## src/verilog/frs_pkg.sv

```systemverilog
/*
 * frs_pkg: timing constants, state codes and the frame bit type for the
 * fast role swap and baseband transmit block.
 * Assumes a 100 MHz core clock.
 */
`default_nettype none
package frs_pkg;
   localparam int CLK_PERIOD_NS   = 10;
   // nominal unit interval, in ns
   localparam int UI_NS           = 3330;
   localparam int HALF_UI_CYC     = (UI_NS / 2) / CLK_PERIOD_NS;
   localparam int PREAMBLE_BITS   = 64;
   // least hold-low time after the last falling edge, in ns
   localparam int HOLD_LOW_NS     = 1000;
   localparam int HOLD_LOW_CYC    = (HOLD_LOW_NS + CLK_PERIOD_NS - 1) / CLK_PERIOD_NS;
   // longest time to release the line after the frame, in UI
   localparam int END_DRIVE_UI    = 2;
   localparam int END_DRIVE_CYC   = (END_DRIVE_UI * UI_NS) / CLK_PERIOD_NS;
   // swap-request pulse window, in us
   localparam int FRS_TX_MIN_US   = 60;
   localparam int FRS_TX_MAX_US   = 120;
   localparam int FRS_TX_MIN_CYC  = (FRS_TX_MIN_US * 1000) / CLK_PERIOD_NS;
   localparam int FRS_TX_MAX_CYC  = (FRS_TX_MAX_US * 1000) / CLK_PERIOD_NS;
   localparam int FRS_TX_DEF_CYC  = (FRS_TX_MIN_CYC + FRS_TX_MAX_CYC) / 2;
   // swap-request detection window, in us
   localparam int FRS_RX_MIN_US   = 30;
   localparam int FRS_RX_MAX_US   = 50;
   localparam int FRS_RX_CYC      = ((FRS_RX_MIN_US + FRS_RX_MAX_US) * 500) / CLK_PERIOD_NS;
   // bist carrier duration window, in ms
   localparam int BIST_MIN_MS     = 30;
   localparam int BIST_MAX_MS     = 60;
   localparam int BIST_DEF_CYC    = ((BIST_MIN_MS + BIST_MAX_MS) * 500000) / CLK_PERIOD_NS;
   // longest latency from transmit command to preamble, in us
   localparam int TX_LAT_MAX_US   = 195;
   localparam int CNT_W           = 23;

   typedef enum logic [5:0] {
      ST_IDLE = 6'h01,
      ST_PRE  = 6'h02,
      ST_DATA = 6'h04,
      ST_HOLD = 6'h08,
      ST_BIST = 6'h10,
      ST_FRS  = 6'h20
   } frs_state_e;

   typedef struct packed {
      logic bit_val;
      logic last;
   } frs_txbit_s;
endpackage : frs_pkg
`default_nettype wire

```

## src/verilog/frs_ui_tick.sv

```systemverilog
/*
 * frs_ui_tick: half unit interval enable divider.
 * Assumes run is a same-domain level; the count restarts while run is low.
 */
`timescale 1ns/1ps
`default_nettype none
module frs_ui_tick
   import frs_pkg::*;
(
   input  wire logic core_clk,  // core clock
   input  wire logic rst_b,     // async reset, active low
   input  wire logic run,       // enable divider
   output var  logic tick       // one-cycle pulse each half ui
);
   logic [7:0] cnt_q;

   always_ff @(posedge core_clk or negedge rst_b) begin
      if (!rst_b) begin
         cnt_q <= 8'h00;
         tick  <= 1'b0;
      end else if (!run) begin
         // preload so the first half ui also covers the cycle the driver turned on
         cnt_q <= 8'h01;
         tick  <= 1'b0;
      end else if (cnt_q == 8'(HALF_UI_CYC - 1)) begin
         cnt_q <= 8'h00;
         tick  <= 1'b1;
      end else begin
         cnt_q <= cnt_q + 8'h01;
         tick  <= 1'b0;
      end
   end
endmodule : frs_ui_tick
`default_nettype wire

```

## src/verilog/frs_pd_tx.sv

```systemverilog
/*
 * frs_pd_tx: fast role swap signalling and baseband bmc transmitter.
 * Assumes command inputs are single-cycle pulses on core_clk and that the
 * cc comparator input comes from the analog pin (synchronised here).
 */
`timescale 1ns/1ps
`default_nettype none
module frs_pd_tx
   import frs_pkg::*;
#(
   parameter int FRS_TX_CYC = FRS_TX_DEF_CYC,   // swap pulse length
   parameter int BIST_CYC   = BIST_DEF_CYC      // bist carrier length
)(
   input  wire logic       core_clk,                    // core clock
   input  wire logic       rst_b,                       // async reset, active low
   input  wire logic       role_source,                 // port is power source
   input  wire logic       explicit_contract,           // contract in place
   input  wire logic       frs_cmd,                     // start swap pulse
   input  wire logic       frs_armed,                   // sink ready for swap
   input  wire logic       frs_det_clear,               // clear detect flag
   input  wire logic       sink_tx_ng_cmd,              // withdraw sinktx ok
   input  wire logic       cc_low_pin,                  // cc below swap threshold
   input  wire logic       tx_start,                    // transmit command
   input  wire logic       bist_start,                  // bist carrier command
   input  wire frs_txbit_s tx_bit,                      // next frame bit
   input  wire logic       tx_bit_valid,                // tx_bit valid
   output var  logic       tx_bit_ready,                // tx_bit taken
   output var  logic       tx_busy,                     // transmitter active
   output var  logic       cc_bmc_out,                  // bmc line level
   output var  logic       cc_bmc_oe,                   // bmc driver enable
   output var  logic       cc_frs_pulldown,             // strong pull to ground
   output var  logic       protocol_layer_reset_pulse,  // discard queued msgs
   output var  logic       sink_tx_permitted_pullup,    // 3.0 a rp advertised
   output var  logic       frs_detected                 // swap request seen
);
   frs_state_e       st_q;
   logic [CNT_W-1:0] cnt_q;
   logic [6:0]       pre_q;
   logic             half_q;
   logic             cur_q;
   logic             cur_last_q;
   logic             nxt_q;
   logic             nxt_last_q;
   logic             nxt_full_q;
   logic             cc_low_s1_q;
   logic             cc_low_s2_q;
   logic [11:0]      det_cnt_q;
   logic             tick;
   logic             frs_go;
   logic             tx_go;
   logic             bist_go;
   logic             accept;
   logic             bound;
   logic             load;
   logic             frs_end;

   frs_ui_tick u_tick (
      .core_clk (core_clk),
      .rst_b    (rst_b),
      .run      (st_q == ST_PRE || st_q == ST_DATA || st_q == ST_BIST),
      .tick     (tick)
   );

   assign frs_go  = frs_cmd && explicit_contract && role_source && st_q != ST_FRS;
   assign tx_go   = tx_start && st_q == ST_IDLE && !(role_source && sink_tx_permitted_pullup);
   assign bist_go = bist_start && st_q == ST_IDLE && !tx_start;
   assign accept  = tx_bit_valid && tx_bit_ready;
   assign bound   = tick && half_q;
   // the last preamble boundary already loads the first frame bit
   assign load    = bound && (st_q == ST_DATA || (st_q == ST_PRE &&
                    pre_q == 7'(PREAMBLE_BITS - 1))) && !cur_last_q && nxt_full_q;
   assign frs_end = st_q == ST_FRS && cnt_q == CNT_W'(FRS_TX_CYC - 1);

   // main sequencer; the swap request overrides anything in flight
   always_ff @(posedge core_clk or negedge rst_b) begin
      if (!rst_b) begin
         st_q <= ST_IDLE;
         cnt_q <= '0;
      end else if (frs_go) begin
         st_q  <= ST_FRS;
         cnt_q <= '0;
      end else begin
         case (st_q)
            ST_IDLE: begin
               cnt_q <= '0;
               if (tx_go) st_q <= ST_PRE;
               else if (bist_go) st_q <= ST_BIST;
            end
            ST_PRE: begin
               if (bound && pre_q == 7'(PREAMBLE_BITS - 1)) st_q <= ST_DATA;
            end
            ST_DATA: begin
               if (bound && !load) begin
                  st_q  <= ST_HOLD;
                  cnt_q <= '0;
               end
            end
            ST_BIST: begin
               if (cnt_q == CNT_W'(BIST_CYC - 1)) begin
                  st_q  <= ST_HOLD;
                  cnt_q <= '0;
               end else cnt_q <= cnt_q + 1'b1;
            end
            ST_HOLD: begin
               if (cnt_q == CNT_W'(HOLD_LOW_CYC - 1)) st_q <= ST_IDLE;
               else cnt_q <= cnt_q + 1'b1;
            end
            ST_FRS: begin
               if (frs_end) st_q <= ST_IDLE;
               else cnt_q <= cnt_q + 1'b1;
            end
            default: begin
               st_q  <= ST_IDLE;
               cnt_q <= '0;
            end
         endcase
      end
   end

   // bmc bit sequencing: preamble count, half index and current bit
   always_ff @(posedge core_clk or negedge rst_b) begin
      if (!rst_b) begin
         pre_q      <= 7'h00;
         half_q     <= 1'b0;
         cur_q      <= 1'b0;
         cur_last_q <= 1'b0;
      end else if (tx_go || bist_go) begin
         pre_q      <= 7'h00;
         half_q     <= 1'b0;
         cur_q      <= 1'b0;
         cur_last_q <= 1'b0;
      end else if (tick) begin
         half_q <= !half_q;
         if (half_q) begin
            pre_q      <= pre_q + 7'h01;
            cur_q      <= load ? nxt_q : !cur_q;
            cur_last_q <= load && nxt_last_q;
         end
      end
   end

   // one staged frame bit ahead of the encoder
   always_ff @(posedge core_clk or negedge rst_b) begin
      if (!rst_b) begin
         nxt_q        <= 1'b0;
         nxt_last_q   <= 1'b0;
         nxt_full_q   <= 1'b0;
         tx_bit_ready <= 1'b0;
      end else begin
         if (accept) begin
            nxt_q      <= tx_bit.bit_val;
            nxt_last_q <= tx_bit.last;
            nxt_full_q <= 1'b1;
         end else if (load || st_q == ST_IDLE || st_q == ST_FRS) begin
            nxt_full_q <= 1'b0;
         end
         tx_bit_ready <= (st_q == ST_PRE || st_q == ST_DATA) && !frs_go
                         && !accept && !(nxt_full_q && !load);
      end
   end

   // line drive: transition at every bit start, mid-bit for a one
   always_ff @(posedge core_clk or negedge rst_b) begin
      if (!rst_b) begin
         cc_bmc_out <= 1'b0;
         cc_bmc_oe  <= 1'b0;
         tx_busy    <= 1'b0;
      end else if (frs_go) begin
         cc_bmc_out <= 1'b0;
         cc_bmc_oe  <= 1'b0;
         tx_busy    <= 1'b0;
      end else if (tx_go || bist_go) begin
         cc_bmc_out <= 1'b1;
         cc_bmc_oe  <= 1'b1;
         tx_busy    <= 1'b1;
      end else if (st_q == ST_HOLD) begin
         cc_bmc_out <= 1'b0;
         if (cnt_q == CNT_W'(HOLD_LOW_CYC - 1)) begin
            cc_bmc_oe <= 1'b0;
            tx_busy   <= 1'b0;
         end
      end else if ((st_q == ST_DATA && bound && !load) ||
                   (st_q == ST_BIST && cnt_q == CNT_W'(BIST_CYC - 1))) begin
         cc_bmc_out <= 1'b0;
      end else if (tick && (half_q || cur_q)) begin
         cc_bmc_out <= !cc_bmc_out;
      end
   end

   // swap request pulse, protocol reset and sinktx advertisement
   always_ff @(posedge core_clk or negedge rst_b) begin
      if (!rst_b) begin
         cc_frs_pulldown            <= 1'b0;
         protocol_layer_reset_pulse <= 1'b0;
         sink_tx_permitted_pullup   <= 1'b0;
      end else begin
         protocol_layer_reset_pulse <= frs_go;
         if (frs_go) cc_frs_pulldown <= 1'b1;
         else if (frs_end) cc_frs_pulldown <= 1'b0;
         if (frs_end) sink_tx_permitted_pullup <= 1'b1;
         else if (sink_tx_ng_cmd) sink_tx_permitted_pullup <= 1'b0;
      end
   end

   // sink side: cc held low while armed, including a detach through rd
   always_ff @(posedge core_clk or negedge rst_b) begin
      if (!rst_b) begin
         cc_low_s1_q  <= 1'b0;
         cc_low_s2_q  <= 1'b0;
         det_cnt_q    <= 12'h000;
         frs_detected <= 1'b0;
      end else begin
         cc_low_s1_q <= cc_low_pin;
         cc_low_s2_q <= cc_low_s1_q;
         if (!(cc_low_s2_q && frs_armed && !role_source)) det_cnt_q <= 12'h000;
         else if (det_cnt_q != 12'(FRS_RX_CYC)) det_cnt_q <= det_cnt_q + 12'h001;
         if (det_cnt_q == 12'(FRS_RX_CYC - 1) && cc_low_s2_q && frs_armed && !role_source)
            frs_detected <= 1'b1;
         else if (frs_det_clear) frs_detected <= 1'b0;
      end
   end

   localparam int ENDW = END_DRIVE_CYC;
   logic [13:0] pd_len_q;
   logic [7:0]  low_len_q;

   always_ff @(posedge core_clk or negedge rst_b) begin
      if (!rst_b) begin
         pd_len_q  <= 14'h0000;
         low_len_q <= 8'h00;
      end else begin
         pd_len_q  <= cc_frs_pulldown ? pd_len_q + 14'h0001 : 14'h0000;
         low_len_q <= (cc_bmc_oe && !cc_bmc_out && low_len_q != 8'hff) ?
                      low_len_q + 8'h01 : 8'h00;
      end
   end
endmodule : frs_pd_tx
`default_nettype wire

```

## config.mk

```make
export PLATFORM = sky130hd
export DESIGN_NAME = frs_pd_tx
export DESIGN_NICKNAME = d
export VERILOG_FILES = /design/src/verilog/frs_pkg.sv /design/src/verilog/frs_ui_tick.sv /design/src/verilog/frs_pd_tx.sv
export SDC_FILE = /design/constraint.sdc
export NUM_CORES = 1
export LEC_CHECK = 0
export ABC_CLOCK_PERIOD_IN_PS = 2550
export BUFFER_PORTS_ARGS = -buffer_cell sky130_fd_sc_hd__buf_2
export CAP_MARGIN = 20
export CORE_MARGIN = 3
export CORE_UTILIZATION = 55
export CTS_CLUSTER_DIAMETER = 60
export DETAILED_ROUTE_END_ITERATION = 12
export PLACE_DENSITY = 0.76
export SLEW_MARGIN = 20
export SYNTH_ARGS = -nofsm -noshare
export SYNTH_HDL_FRONTEND = slang
export SYNTH_SLANG_ARGS = --single-unit
export TNS_END_PERCENT = 50
```

## constraint.sdc

```tcl
create_clock -name core_clk -period 2.55 [get_ports core_clk]
set_clock_uncertainty 0.2 [all_clocks]
set_input_delay 0.51 -clock core_clk [delete_from_list [all_inputs] [get_ports core_clk]]
set_output_delay 0.51 -clock core_clk [all_outputs]
set_load 0.03 [all_outputs]
```

==> impl_metrics.toml <==
[run_status]
outcome = "finished, violations left"
violations = "negative setup slack"

[setup_path]
arrival_ns = 2.62
slowest_stage = "or4_4"
cp_common_cell = "or4_4"
criticalPathCategory = "register to register"
crit_required_ns = 2.59
crit_chain = "or4_4, or2_1, or4_4, a21oi_4, nor3_2, a221o_1"
endpoint_kind = "register"
cpPeakStageDelay_ns = 0.54
critPathMaxFanout = 6
critPathTopFamily = "simple AND/OR/NAND/NOR gates"
cp-start-kind = "register"
ff2ff_setup_slack_ns = -0.02
crit_buf_inv = 0

[floorplanning]
start_util = 0.588
io_pins = 22
die_width_microns = 89.8
die_area_sq_um = 8070
dieHeight_microns = 89.8
core_area_sq_um = 6570
rows = 29

[routing]
num_vias = 3538
wirelength_microns = 10200
avgRoutedWirePerCell_microns = 17.2
via_per_inst = 5.98
drc = 0
drt-initial-drc-count = 237
drt_first_pass_iters = 6
postRouteAntennaNets = 0

[sta]
worst_pin_slew_ns = 0.457
hold_violations = 0
setup_viol = 3
fmax_mhz = 389
slew_headroom = 0.695
final.setup.tns_ns = -0.0272
fin_ws_ns = -0.0207
fin_crit_sh = 1.01
min_period_ns = 2.57
finalMaxSlewViolations = 0
rsz0062_at_grt = "true"

[layout]
multi_input_area_sq_um = 2120
register_area_sq_um = 1800
fillerInstances = 451
layout_commonest_cell = "dfrtp_1"
antennaDiodeCount = 0
drive_gt1_frac = 0.271
nNetsFinal = 514
mostFrequentLayoutCells = "dfrtp_1, buf_4, nor2_1"
syn_to_final_growth_pct = 26.0

[clocking]
clock_latency_ns = 0.36
clk_pin_slew_ns = 0.09
max-clock-path-buffers = 2
htree_levels = 3
cts_root_buf = "clkbuf_8"
cts.sinks = 72
cts_buffers = 9
cts_tree = "built"

[yosys]
synth.cell_area_sq_um = 3860
synth-seq-cells = 72
synth_cell_types = 54
yosys_warnings = 0
syn_inst = 421
async_flop_share = 1.00
synth_top_flop_cell = "dfrtp_1"
syn_nets = 441
synth_area_per_cell_sq_um = 9.18
synth-edff-count = 0
ys_seq_area_frac = 0.466

[power]
power.density_nw_per_um2 = 717
ir_drop_v = 0.000432
total_power_mw = 3.49
p_leak_nw = 2.19

[worst_hold_path]
hold_path.class = "input port to register"

[global_routing]
grt_max_degree = 73
antenna_found_initial = 0
grt_pass1_wl_microns = 16400
grt_usage = 0.248
grt_pass1_vias = 3420
grt-ovfl-total = 0

[placement]
numPortBuffers = 21
gp_congestion = 0.922
dp_hpwl_microns = 6760

[run]
drv_cap = 0
==> Yosys cell counts (4+ instances only) <==
| library cell | number | area share |
|---|---|---|
| and2_1 | 4 | 0.0065 |
| or3_1 | 11 | 0.018 |
| inv_1 | 13 | 0.013 |
| xor2_1 | 12 | 0.027 |
| nand4_1 | 12 | 0.019 |
| and4_1 | 4 | 0.0091 |
| ha_1 | 6 | 0.019 |
| o31ai_1 | 14 | 0.027 |
| and3_1 | 11 | 0.018 |
| or2_2 | 4 | 0.0065 |
| nor4_1 | 6 | 0.0097 |
| xnor2_1 | 10 | 0.023 |
| o211ai_1 | 4 | 0.0078 |
| nor2_1 | 42 | 0.041 |
| a21oi_1 | 16 | 0.021 |
| nand2b_1 | 5 | 0.0081 |
| nand2_1 | 35 | 0.034 |
| o21ai_0 | 23 | 0.030 |
| nor3_1 | 10 | 0.013 |
| dfrtp_1 | 71 | 0.46 |
| clkbuf_1 | 13 | 0.013 |
| nand3b_1 | 9 | 0.017 |
| nand3_1 | 35 | 0.045 |
==> through the flow <==
step	utilization	setup WS, ns	hold WS (ns)	cells	instance area [sq um]
3_5_place_dp	0.666	-0.0972	0.150	564	4380
4_1_cts	0.716	-0.0234	0.0434	590	4700
2_1_floorplan	-	-0.0100	0.0144	421	3880
6_report	0.741	-0.0207	0.0511	592	4870
3_3_place_gp	0.666	-0.0388	0.136	564	4380
5_1_grt	0.741	-0.117	0.0448	592	4870
==> final timing paths <==
| check | from | to | depth (start not counted) |
|---|---|---|---|
| worst max-delay path | st_q[1]$_DFFE_PN0P_ | cnt_q[3]$_DFFE_PN0P_ | 6 |
| min in group asynchronous | rst_b | det_cnt_q[3]$_DFFE_PN0P_ | 3 |
| worst max register to register | st_q[1]$_DFFE_PN0P_ | cnt_q[3]$_DFFE_PN0P_ | 6 |
| worst min-delay path | cc_low_pin | cc_low_s1_q$_DFF_PN0_ | 1 |
| worst min register to register | cc_low_s1_q$_DFF_PN0_ | cc_low_s2_q$_DFF_PN0_ | 0 |
| max in group asynchronous | rst_b | st_q[0]$_DFFE_PN1P_ | 3 |
==> registers in the layout, indices dropped and copies added (netlist names), 6 cells and up <==
name and flops:
pre_q 7, u_tick.cnt_q 8, det_cnt_q 12, cnt_q 23, st_q 6
==> power breakdown <==
group | switching [mW] | total, mW | internal, mW
logic | 0.698 | 1.19 | 0.496
registers | 0.0716 | 1.31 | 1.24
clock network | 0.497 | 0.990 | 0.493
total | 1.27 | 3.49 | 2.23
==> cell families (layout without fill, tap and decap cells) <==
family | Yosys count | after routing | synth area share
multiplexers | 4 | 4 | 0.0113
buffers and inverters | 32 | 110 | 0.0363
adder cells (fa/ha/maj) | 6 | 6 | 0.0194
XOR/XNOR | 22 | 22 | 0.0499
AO/OA/AOI/OAI | 75 | 75 | 0.123
flip-flops | 72 | 72 | 0.466
AND/OR/NAND/NOR | 210 | 210 | 0.294
==> per-layer routing <==
| metal | track usage | vias up | wire (microns) |
|---|---|---|---|
| li1 | - | 1669 | - |
| met1 | 0.315 | 1719 | 4200 |
| met2 | 0.432 | 128 | 5200 |
| met3 | 0.0442 | 22 | 566 |
| met4 | 0.0766 | 0 | 191 |
| met5 | 0 | - | 0 |
==> cell type report <==
type,instances,area share
multi-input cells,317,0.435
flip-flops and latches,72,0.371
repair buffers,80,0.117
clock buffers,10,0.0283
well taps,93,0.0239
clock inverters,6,0.0149
inverters,14,0.0110
==> repair_timing <==
action / CTS / global route
buffers inserted: 8 / 2
pin swaps: 7 / 10
gates cloned: 1 / 0
setup endpoints to repair: 20 / 29
resized for setup: 10 / 31
hold endpoints to repair: 66 / 0
hold buffers: 1 / 0
No activity file was read; power rests on OpenSTA's default activity.
